$ cat config.mk
export PLATFORM = sky130hd
export DESIGN_NAME = general_purpose_port_io
export DESIGN_NICKNAME = d
export VERILOG_FILES = /design/src/gpio_port_pkg.sv /design/src/port_pad_if.sv /design/src/port_pad_ctrl.sv /design/src/general_purpose_port_io.sv
export SDC_FILE = /design/constraint.sdc
export NUM_CORES = 1
export LEC_CHECK = 0
export ABC_AREA = 1
export BUFFER_PORTS_ARGS = -buffer_cell sky130_fd_sc_hd__buf_2
export CAP_MARGIN = 20
export CELL_PAD_IN_SITES_DETAIL_PLACEMENT = 1
export CELL_PAD_IN_SITES_GLOBAL_PLACEMENT = 2
export CORE_MARGIN = 2
export CORE_UTILIZATION = 32
export CTS_CLUSTER_SIZE = 16
export DETAILED_ROUTE_END_ITERATION = 6
export GPL_ROUTABILITY_DRIVEN = 1
export PLACE_DENSITY = 0.86
export SYNTH_ARGS = -nofsm -noshare
export SYNTH_HDL_FRONTEND = slang
export SYNTH_HIERARCHICAL = 1
export SYNTH_SLANG_ARGS = --single-unit
$ cat constraint.sdc
create_clock -name clk -period 2.5 [get_ports clk]
set_input_delay 0.75 -clock clk [delete_from_list [all_inputs] [get_ports clk]]
set_output_delay 0.75 -clock clk [all_outputs]
set_load 0.01 [all_outputs]
$ cat src/gpio_port_pkg.sv
// Constants shared by the general purpose port logic
package gpio_port_pkg;
  // ==========================================================
  // Register addresses
  localparam logic [7:0] ADDR_PORT0_DATA_LATCH        = 8'h80;
  localparam logic [7:0] ADDR_PORT1_DATA_LATCH        = 8'h90;
  localparam logic [7:0] ADDR_PORT0_OUTPUT_DRIVE_MODE = 8'ha4;
  localparam logic [7:0] ADDR_PORT1_OUTPUT_DRIVE_MODE = 8'ha5;
  localparam logic [7:0] ADDR_PORT0_CROSSBAR_BYPASS   = 8'hd4;
  localparam logic [7:0] ADDR_PORT1_CROSSBAR_BYPASS   = 8'hd5;
  localparam logic [7:0] ADDR_PORT0_ANALOG_DIGITAL    = 8'hf1;
  localparam logic [7:0] ADDR_PORT1_ANALOG_DIGITAL    = 8'hf2;
  // ==========================================================
  // Reset values
  localparam logic [7:0] RST_DATA_LATCH   = 8'hff;
  localparam logic [7:0] RST_DRIVE_MODE   = 8'h00;
  localparam logic [7:0] RST_BYPASS       = 8'h00;
  localparam logic [7:0] RST_ANALOG_DIG   = 8'hff;
  localparam logic [7:0] READ_UNMAPPED    = 8'h00;
  // ==========================================================
  // Bit addressing: upper five bits pick the register, lower three the bit
  localparam int BIT_SEL_MSB = 2;
  localparam int REG_SEL_LSB = 3;
  // Pad states
  typedef enum logic [1:0] {
    PAD_OFF     = 2'b00,
    PAD_DRIVE_0 = 2'b01,
    PAD_DRIVE_1 = 2'b10,
    PAD_FLOAT   = 2'b11
  } pad_state_type;
endpackage

$ cat src/port_pad_if.sv
// Signals between the port register file and one port's pad control
`timescale 1ns/10ps
`default_nettype none
interface port_pad_if #(parameter int WIDTH = 8);
  logic [WIDTH-1:0] data_latch;
  logic [WIDTH-1:0] digital_sel;
  logic [WIDTH-1:0] push_pull;
  logic [WIDTH-1:0] assigned;
  logic [WIDTH-1:0] xbar_data;
  logic             global_enable;
  logic [WIDTH-1:0] pin_level;
  modport regs (output data_latch, output digital_sel, output push_pull,
                output assigned, output xbar_data, output global_enable,
                input pin_level);
  modport pad  (input data_latch, input digital_sel, input push_pull,
                input assigned, input xbar_data, input global_enable,
                output pin_level);
endinterface
`default_nettype wire

$ cat src/port_pad_ctrl.sv
// Pad drive and pin-read control for one 8-bit port
`timescale 1ns/10ps
`default_nettype none
module port_pad_ctrl
  import gpio_port_pkg::*;
#(
  parameter int WIDTH = 8
) (
  input  wire logic             clk,
  input  wire logic             reset,
  port_pad_if.pad               cfg,
  input  wire logic [WIDTH-1:0] pin_in,
  output logic      [WIDTH-1:0] pin_out,
  output logic      [WIDTH-1:0] pin_oe_n,
  output logic      [WIDTH-1:0] pullup_en
);
  pad_state_type state_next [WIDTH];

  // ==========================================================
  // Per-pin drive decision
  genvar i;
  generate
    for (i = 0; i < WIDTH; i++) begin : g_pin
      logic value;
      // Crossbar-owned pins follow their peripheral, free pins the latch
      assign value = cfg.assigned[i] ? cfg.xbar_data[i] : cfg.data_latch[i];
      always_comb begin
        if (!cfg.global_enable || !cfg.digital_sel[i]) begin
          state_next[i] = PAD_OFF;
        end else if (!value) begin
          state_next[i] = PAD_DRIVE_0;
        end else if (cfg.push_pull[i]) begin
          state_next[i] = PAD_DRIVE_1;
        end else begin
          state_next[i] = PAD_FLOAT;
        end
      end
      // Analog pins read zero since their receiver is off
      assign cfg.pin_level[i] = cfg.digital_sel[i] & pin_in[i];

      always_ff @(posedge clk) begin
        if (reset) begin
          pin_out[i]   <= 1'b1;
          pin_oe_n[i]  <= 1'b1;
          pullup_en[i] <= 1'b0;
        end else begin
          case (state_next[i])
            PAD_DRIVE_0: begin
              pin_out[i]  <= 1'b0;
              pin_oe_n[i] <= 1'b0;
            end
            PAD_DRIVE_1: begin
              pin_out[i]  <= 1'b1;
              pin_oe_n[i] <= 1'b0;
            end
            default: begin
              pin_out[i]  <= 1'b1;
              pin_oe_n[i] <= 1'b1;
            end
          endcase
          // Weak pull-up only where a digital pin is not actively driven low
          pullup_en[i] <= cfg.digital_sel[i] && (state_next[i] != PAD_DRIVE_0);
        end
      end
    end
  endgenerate
endmodule
`default_nettype wire

$ cat src/general_purpose_port_io.sv
// Register file and pin logic for general purpose ports 0 and 1
`timescale 1ns/10ps
`default_nettype none
// What this block does
// - Pins not taken by the crossbar and not analog are plain software-controlled I/O.
// - Each port data register can be read and written as a byte or as single addressed bits.
// - A write to a port data register is held in an output latch that sets the pin level until the next write.
// - A normal read of a port data register returns the pin levels, even for crossbar-assigned pins.
// - Read-modify-write accesses read the output latch instead of the pins and write the result back.
// - Logic, bit-test-and-clear, complement, increment, decrement and single-bit moves use the latch read.
// - A pin in analog mode always reads back as zero on a normal read.
// - With its output mode bit clear, a pin written high floats instead of driving high.
// - An input mode bit of one means digital, zero means analog with pull-up, driver and receiver off.
// - While the crossbar global enable is off, port 0 and 1 drivers are off.
module general_purpose_port_io
  import gpio_port_pkg::*;
#(
  parameter int WIDTH = 8
) (
  input  wire logic             clk,
  input  wire logic             reset,
  input  wire logic [7:0]       sfr_addr,
  input  wire logic             sfr_wr,
  input  wire logic [7:0]       sfr_wdata,
  input  wire logic             sfr_rd,
  input  wire logic             sfr_rmw,
  output logic      [7:0]       sfr_rdata,
  input  wire logic [7:0]       bit_addr,
  input  wire logic             bit_wr,
  input  wire logic             bit_wdata,
  input  wire logic             bit_rd,
  input  wire logic             bit_rmw,
  output logic                  bit_rdata,
  input  wire logic             crossbar_global_enable,
  input  wire logic [WIDTH-1:0] port0_xbar_assigned,
  input  wire logic [WIDTH-1:0] port0_xbar_data,
  input  wire logic [WIDTH-1:0] port1_xbar_assigned,
  input  wire logic [WIDTH-1:0] port1_xbar_data,
  output logic      [WIDTH-1:0] port0_skip,
  output logic      [WIDTH-1:0] port1_skip,
  input  wire logic [WIDTH-1:0] port0_pin_in,
  output logic      [WIDTH-1:0] port0_pin_out,
  output logic      [WIDTH-1:0] port0_pin_oe_n,
  output logic      [WIDTH-1:0] port0_pullup_en,
  input  wire logic [WIDTH-1:0] port1_pin_in,
  output logic      [WIDTH-1:0] port1_pin_out,
  output logic      [WIDTH-1:0] port1_pin_oe_n,
  output logic      [WIDTH-1:0] port1_pullup_en
);
  logic [WIDTH-1:0] port0_data_latch_reg;
  logic [WIDTH-1:0] port1_data_latch_reg;
  logic [WIDTH-1:0] port0_output_drive_mode_reg;
  logic [WIDTH-1:0] port1_output_drive_mode_reg;
  logic [WIDTH-1:0] port0_crossbar_bypass_reg;
  logic [WIDTH-1:0] port1_crossbar_bypass_reg;
  logic [WIDTH-1:0] port0_analog_digital_select_reg;
  logic [WIDTH-1:0] port1_analog_digital_select_reg;
  logic [7:0]       rdata_next;
  logic [7:0]       bit_reg_addr;
  logic [2:0]       bit_index;
  logic [7:0]       bit_byte;
  logic             p0_byte_hit;
  logic             p1_byte_hit;
  logic             p0_bit_hit;
  logic             p1_bit_hit;

  port_pad_if #(.WIDTH(WIDTH)) p0_if ();
  port_pad_if #(.WIDTH(WIDTH)) p1_if ();

  // ==========================================================
  // Register read: pins for normal reads, latch for read-modify-write
  function automatic logic [7:0] read_reg(input logic [7:0] addr, input logic rmw);
    logic [7:0] v;
    v = READ_UNMAPPED;
    case (addr)
      ADDR_PORT0_DATA_LATCH:        v = 8'(rmw ? port0_data_latch_reg : p0_if.pin_level);
      ADDR_PORT1_DATA_LATCH:        v = 8'(rmw ? port1_data_latch_reg : p1_if.pin_level);
      ADDR_PORT0_OUTPUT_DRIVE_MODE: v = 8'(port0_output_drive_mode_reg);
      ADDR_PORT1_OUTPUT_DRIVE_MODE: v = 8'(port1_output_drive_mode_reg);
      ADDR_PORT0_CROSSBAR_BYPASS:   v = 8'(port0_crossbar_bypass_reg);
      ADDR_PORT1_CROSSBAR_BYPASS:   v = 8'(port1_crossbar_bypass_reg);
      ADDR_PORT0_ANALOG_DIGITAL:    v = 8'(port0_analog_digital_select_reg);
      ADDR_PORT1_ANALOG_DIGITAL:    v = 8'(port1_analog_digital_select_reg);
      default:                      v = READ_UNMAPPED;
    endcase
    return v;
  endfunction

  // Only the two data latches are bit addressable
  function automatic logic is_bit_reg(input logic [7:0] addr);
    return (addr == ADDR_PORT0_DATA_LATCH) || (addr == ADDR_PORT1_DATA_LATCH);
  endfunction

  // ==========================================================
  // Bit access decode
  assign bit_reg_addr = {bit_addr[7:REG_SEL_LSB], 3'b000};
  assign bit_index    = bit_addr[BIT_SEL_MSB:0];
  // Bit reads see the latch image of the byte when bit_rmw is set, the pin levels otherwise
  assign bit_byte     = read_reg(bit_reg_addr, bit_rmw);

  // ==========================================================
  // Data latches; a byte write in the same cycle wins over a bit write
  // A bit write that loses to a byte write is dropped, not deferred
  assign p0_byte_hit = sfr_wr && (sfr_addr == ADDR_PORT0_DATA_LATCH);
  assign p1_byte_hit = sfr_wr && (sfr_addr == ADDR_PORT1_DATA_LATCH);
  assign p0_bit_hit  = bit_wr && (bit_reg_addr == ADDR_PORT0_DATA_LATCH);
  assign p1_bit_hit  = bit_wr && (bit_reg_addr == ADDR_PORT1_DATA_LATCH);

  always_ff @(posedge clk) begin
    if (reset) begin
      port0_data_latch_reg <= RST_DATA_LATCH;
    end else if (p0_byte_hit) begin
      port0_data_latch_reg <= sfr_wdata;
    end else if (p0_bit_hit) begin
      port0_data_latch_reg[bit_index] <= bit_wdata;
    end
  end

  always_ff @(posedge clk) begin
    if (reset) begin
      port1_data_latch_reg <= RST_DATA_LATCH;
    end else if (p1_byte_hit) begin
      port1_data_latch_reg <= sfr_wdata;
    end else if (p1_bit_hit) begin
      port1_data_latch_reg[bit_index] <= bit_wdata;
    end
  end

  // ==========================================================
  // Mode and skip registers
  always_ff @(posedge clk) begin
    if (reset) begin
      port0_output_drive_mode_reg     <= RST_DRIVE_MODE;
      port1_output_drive_mode_reg     <= RST_DRIVE_MODE;
      port0_crossbar_bypass_reg       <= RST_BYPASS;
      port1_crossbar_bypass_reg       <= RST_BYPASS;
      port0_analog_digital_select_reg <= RST_ANALOG_DIG;
      port1_analog_digital_select_reg <= RST_ANALOG_DIG;
    end else if (sfr_wr) begin
      case (sfr_addr)
        ADDR_PORT0_OUTPUT_DRIVE_MODE: port0_output_drive_mode_reg     <= sfr_wdata;
        ADDR_PORT1_OUTPUT_DRIVE_MODE: port1_output_drive_mode_reg     <= sfr_wdata;
        ADDR_PORT0_CROSSBAR_BYPASS:   port0_crossbar_bypass_reg       <= sfr_wdata;
        ADDR_PORT1_CROSSBAR_BYPASS:   port1_crossbar_bypass_reg       <= sfr_wdata;
        ADDR_PORT0_ANALOG_DIGITAL:    port0_analog_digital_select_reg <= sfr_wdata;
        ADDR_PORT1_ANALOG_DIGITAL:    port1_analog_digital_select_reg <= sfr_wdata;
        default: begin
        end
      endcase
    end
  end

  // ==========================================================
  // Read data, one cycle after the strobe; held between reads
  assign rdata_next = read_reg(sfr_addr, sfr_rmw);

  always_ff @(posedge clk) begin
    if (reset) begin
      sfr_rdata <= READ_UNMAPPED;
    end else if (sfr_rd) begin
      sfr_rdata <= rdata_next;
    end
  end

  always_ff @(posedge clk) begin
    if (reset) begin
      bit_rdata <= 1'b0;
    end else if (bit_rd) begin
      // Bit reads outside the data latches return zero
      bit_rdata <= is_bit_reg(bit_reg_addr) & bit_byte[bit_index];
    end
  end

  // Skip masks feed the external crossbar priority decoder
  always_ff @(posedge clk) begin
    if (reset) begin
      port0_skip <= RST_BYPASS;
      port1_skip <= RST_BYPASS;
    end else begin
      port0_skip <= port0_crossbar_bypass_reg;
      port1_skip <= port1_crossbar_bypass_reg;
    end
  end

  // ==========================================================
  // Pad control
  assign p0_if.data_latch    = port0_data_latch_reg;
  assign p0_if.digital_sel   = port0_analog_digital_select_reg;
  assign p0_if.push_pull     = port0_output_drive_mode_reg;
  // Analog pins are never crossbar-owned
  assign p0_if.assigned      = port0_xbar_assigned & port0_analog_digital_select_reg;
  assign p0_if.xbar_data     = port0_xbar_data;
  assign p0_if.global_enable = crossbar_global_enable;
  assign p1_if.data_latch    = port1_data_latch_reg;
  assign p1_if.digital_sel   = port1_analog_digital_select_reg;
  assign p1_if.push_pull     = port1_output_drive_mode_reg;
  assign p1_if.assigned      = port1_xbar_assigned & port1_analog_digital_select_reg;
  assign p1_if.xbar_data     = port1_xbar_data;
  assign p1_if.global_enable = crossbar_global_enable;

  port_pad_ctrl #(.WIDTH(WIDTH)) u_port0 (
    .clk       (clk),
    .reset     (reset),
    .cfg       (p0_if.pad),
    .pin_in    (port0_pin_in),
    .pin_out   (port0_pin_out),
    .pin_oe_n  (port0_pin_oe_n),
    .pullup_en (port0_pullup_en)
  );

  port_pad_ctrl #(.WIDTH(WIDTH)) u_port1 (
    .clk       (clk),
    .reset     (reset),
    .cfg       (p1_if.pad),
    .pin_in    (port1_pin_in),
    .pin_out   (port1_pin_out),
    .pin_oe_n  (port1_pin_oe_n),
    .pullup_en (port1_pullup_en)
  );
endmodule
`default_nettype wire

[After elaboration in Yosys (flattened, before gate mapping)]
Cells that the tools add are included.
Operators by class
  $lt $le $gt $ge: 2
  equality and inequality tests: 58
  muxes and demuxes: 112
  bitwise gates (word level): 19
  reduce and logical (&&, ||, !) cells: 79
Operators by type and width (count)
  2-to-1 mux 1 bit: 66
  equality test 8 bit (second input constant): 8
  2-to-1 mux 2 bit: 32
  2-to-1 mux 8 bit: 8
  one-hot mux 8 bit (8 select lines): 1
  equality test 2 x 1 -> 1 bit (second input constant): 16
  equality test 2 bit (second input constant): 16
  inequality test 2 x 1 -> 1 bit (second input constant): 16
  OR reduction 2 bit: 16
  logical AND 1 bit: 21
  bitwise AND 1 bit: 17
  logical NOT 1 bit: 17
  logical OR 1 bit: 17
  bitwise AND 8 bit: 2
  bitwise mux 8 bit: 2
  one-hot mux 8 bit (2 select lines): 1
  AND reduction 2 bit: 6
  equality test 5 bit (second input constant): 2
  less-than comparator 3 x 4 -> 1 bit (second input constant): 1
  nonzero test 2 bit: 2
  binary-select mux 1 bit (select 3 bit): 1
  demux 1 bit (select 3 bit): 1
  greater-or-equal comparator 3 x 1 -> 1 bit (second input constant): 1
Storage, ports and cells
  register bits: 137
  input bits: 82
  word-level logic and storage cells: 330

[Logic depth before layout (Yosys ltp)]
  depth after elaboration: 7
  mapped depth: 12
  mapped depth without buffers: 12

[By module]
The synthesis kept the hierarchy.
By module, submodules not included
  general_purpose_port_io: times used 1, cells each 707, area each 4659.5 sq um
  port_pad_ctrl: times used 2, cells each 132, area each 1056.0 sq um

[Worst setup path after synthesis]
No wires, ideal clock.
  kind: input-to-reg
  start point: in sfr_addr[1]
  end point: reg port1_crossbar_bypass_reg[6]
  setup time: 0.116 ns
  data arrival time: 1.764 ns
  required time: 2.384 ns
  setup slack: 0.620 ns
  cell stages on the path: 9
  cell sequence: nor2_1 -> nand2_2 -> nor2_4 -> and2_4 -> buf_8 -> nand2_4 -> buf_6 -> o21ai_1 -> a21oi_1
On the way
  longest elaborated chain between the ends: 2
RTL lines
  start, declared: RTL line general_purpose_port_io.sv:22  | input wire logic [7:0] sfr_addr,
  equality test 8 bit: RTL line general_purpose_port_io.sv:140  | case (sfr_addr)
  AND reduction 2 bit (no line)
  end signal, assigned: RTL line general_purpose_port_io.sv:144  | ADDR_PORT1_CROSSBAR_BYPASS: port1_crossbar_bypass_reg <= sfr_wdata;
  end, declared: RTL line general_purpose_port_io.sv:55  | logic [WIDTH-1:0] port1_crossbar_bypass_reg;
No other way between the ends.
A chain may end at the register's enable or synchronous reset.

[Worst setup path in the final report]
  start point: in sfr_addr[1]
  end point: reg sfr_rdata[4]
On the way
  longest elaborated chain between the ends: 2
  elaborated cells between the ends (all ways): 9
  those cells by class: eq/ne (8); mux (1)
RTL lines
  equality test 8 bit: RTL line general_purpose_port_io.sv:75  | case (addr)
  one-hot mux 8 bit (8 select lines) (*): RTL line general_purpose_port_io.sv:75
  end signal, assigned: RTL line general_purpose_port_io.sv:161  | sfr_rdata <= rdata_next;
  end, declared: RTL line general_purpose_port_io.sv:27  | output logic [7:0] sfr_rdata,
Every way passes the cells marked *; elsewhere a longest branch is shown, timed or not.

==> out/qor.yml <==
outcome:
  status: "completed"
routing:
  wl_um: 25160
  drt_drc_violations_left: 0
  dr_total_vias: 6856
  routedWlPerCell_um: 17.74
  route.antenna.remaining_nets: 0
  drt_pass1_iterations: 5
  drt-initial-drc-count: 583
  drt-vias-per-instance: 4.835
global_route:
  antenna_found_initial: 0
  grt_pass1_wl_um: 38600
  overflow: 0
  grt_max_degree: 63
  grt_use_total_pct: 22.95
  grt_pass1_vias: 6797
logic_synthesis:
  post-synth-top-area-cell: "dfxtp_1"
  synth.most_common_cell: "nand2_1"
  synth_common_cells: "279 x nand2_1, 139 x inv_1, 137 x dfxtp_1"
  netlist.area_leader.share_pct: 40.50
  synth_cells: 971
  syn_area_per_cell_um2: 6.974
  ys_warn_count: 6
  async_flop_share_pct: 0
  synthTopCellsByArea: "dfxtp_1 41%, nand2_1 15%, inv_1 7.7%, nand3_1 5.5%, a21oi_1 4.5%"
  synth_area_um2: 6771
  synth_nets: 1069
  synth-seq-area-share_pct: 40.50
  synth.distinct_cells: 39
  synth_edf_count: 0
  synth_ff_type: "dfxtp_1"
  ys_seq_elements: 137
power_and_ir_drop:
  p_per_area_nw_per_um2: 647.9
  p_leak_uw: 0.004283
  max-vdd-ir-drop_uv: 316.7
clock_tree:
  cts_hold_buf: 0
  clkTransAtPathRegs_ns: 0.06
  htree_levels: 4
  cts_buffers: 17
  cts_sinks: 137
  cts-root-buf: "clkbuf_16"
  cts_tree: "built"
  cts_resized: 0
  clock_latency_ns: 0.42
  cts_setup_buffers: 0
  clk_path_buf_depth: 2
place:
  dp.cells: 1386
  place_congestion: 0.8901
  pre_cts_ws_ns: 0.1538
  hpwl_um: 19520
  io_buffers: 154
critical_path:
  worstPathArrival_ns: 2.28
  required_ns: 2.86
  worstSetupPathType: "input pin to flop"
  cpMaxStageDelayCell: "o21ai_0"
  worstPathCellList: "buf_2, nor2_1, nand3_1, inv_2, nand2_1, o21ai_0, nor2_1, nand2_1, nand2_1, a21oi_1"
  worstPathMaxFanout: 10
  cpLargestDelayFamily: "simple AND/OR/NAND/NOR gates"
  critPathCaptureType: "flop"
  slowest_delay_ns: 0.28
  cp_common_cell: "nand2_1"
  critPathBufInv: 2
  start_kind: "input pin"
timing:
  slew_headroom_pct: 68.07
  fin_hold_ws_ns: 0.4517
  drv_slew: 0
  max_freq_ghz: 0.5193
  hold_violations: 0
  finalSetupViolations: 0
  rsz0062_at_grt: "no"
  worst_pin_slew_ns: 0.4790
  fin_crit_ns: 1.925
  skew_ns: 0.009081
  final.setup.tns_ns: 0
  setup_ws_ns: 0.5745
  period_share_pct: 77.02
die:
  fp.dieW_um: 149.5
  die_h_um: 149.5
  start_util_pct: 32.42
  die_area_um2: 22340
  core_area_um2: 20890
  rows: 53
  ios: 155
finish:
  fin_util_pct: 40.35
  fin_cells: 1418
  final_nets: 1228
  area_delta_synth_final_pct: 24.46
  antenna_cells: 0
  fillers: 2711
  drive_above_1_share_pct: 21.70
job:
  drv_cap: 0
hold_path:
  hold_path_class: "flop to flop"
per-layer routing:
layer / routed length (um) / up-vias / GRT usage (%)
met2: 11360 / 203 / 36.31
li1: - / 3422 / -
met1: 12040 / 3206 / 32.49
met5: 0 / - / 0
met3: 1398 / 25 / 3.963
met4: 360 / 0 / 5.571
path summary, 6_finish.rpt:
kind,startpoint,end,slack [ns],depth (start not counted)
worst min register to register,port1_crossbar_bypass_reg[3]$_SDFFE_PP0P_,port1_skip[3]$_SDFF_PP0_,0.45,2
worst max-delay path,sfr_addr[1],sfr_rdata[4]$_SDFFE_PP0P_,0.57,10
worst max register to register,p1_if.digital_sel[1]$_SDFFE_PP1P_,u_port1/pin_oe_n[1]$_SDFF_PP1_,0.74,8
worst min-delay path,port1_crossbar_bypass_reg[3]$_SDFFE_PP0P_,port1_skip[3]$_SDFF_PP0_,0.45,2
worst reg2reg max path, cell delays in order (launching register included):
cell     delay, ns
dfxtp_1       0.60
nand2_1       0.11
inv_1         0.09
inv_1         0.04
nand2_1       0.05
nand2_1       0.07
a21oi_1       0.16
ha_1          0.25
or2_2         0.28
metrics by stage:
step,instance area (um^2),power (uW)
floorplan,6771,2625
global placement,7818,2860
detailed placement,7818,2869
CTS,8428,5491
global route,8428,5681
finish,8428,5460
layout make-up:
class / instances / area (um^2) / share of cell area, %
Clock buffer: 18 / 439.2 / 5.211
Inverter: 146 / 548.0 / 6.502
Sequential cell: 137 / 2743 / 32.54
Tap cell: 275 / 344.1 / 4.083
Clock inverter: 14 / 171.4 / 2.034
Timing Repair Buffer: 175 / 940.9 / 11.16
Multi-Input combinational cell: 653 / 3242 / 38.46
cell usage in the layout, fill, tap and decap left out, types with 16 or more instances in the layout:
| cell type | count |
|---|---|
| o211ai_1 | 24 |
| nand2_1 | 279 |
| nor2_1 | 63 |
| clkbuf_16 | 17 |
| nor3b_1 | 16 |
| o21ai_0 | 55 |
| buf_2 | 154 |
| inv_1 | 139 |
| buf_4 | 20 |
| a21oi_1 | 61 |
| dfxtp_1 | 137 |
| nand3_1 | 74 |
| ha_1 | 16 |
kinds of logic after synthesis:
| group | after synthesis | share of synthesized area (%) |
|---|---|---|
| AND/OR/NAND/NOR | 468 | 30.27 |
| AO/OA/AOI/OAI | 167 | 14.36 |
| multiplexers | 2 | 0.2957 |
| adder cells (fa/ha/maj) | 16 | 2.956 |
| buffers and inverters | 181 | 11.62 |
| flip-flops | 137 | 40.50 |
where the power goes:
part           internal (uW)  leakage, uW  total (uW)  switching, uW
Combinational            205      0.00287         558            354
Clock                   1600     0.000293        2640           1040
Sequential              2240      0.00112        2260           18.4
Power figures use the tool's default switching activity.
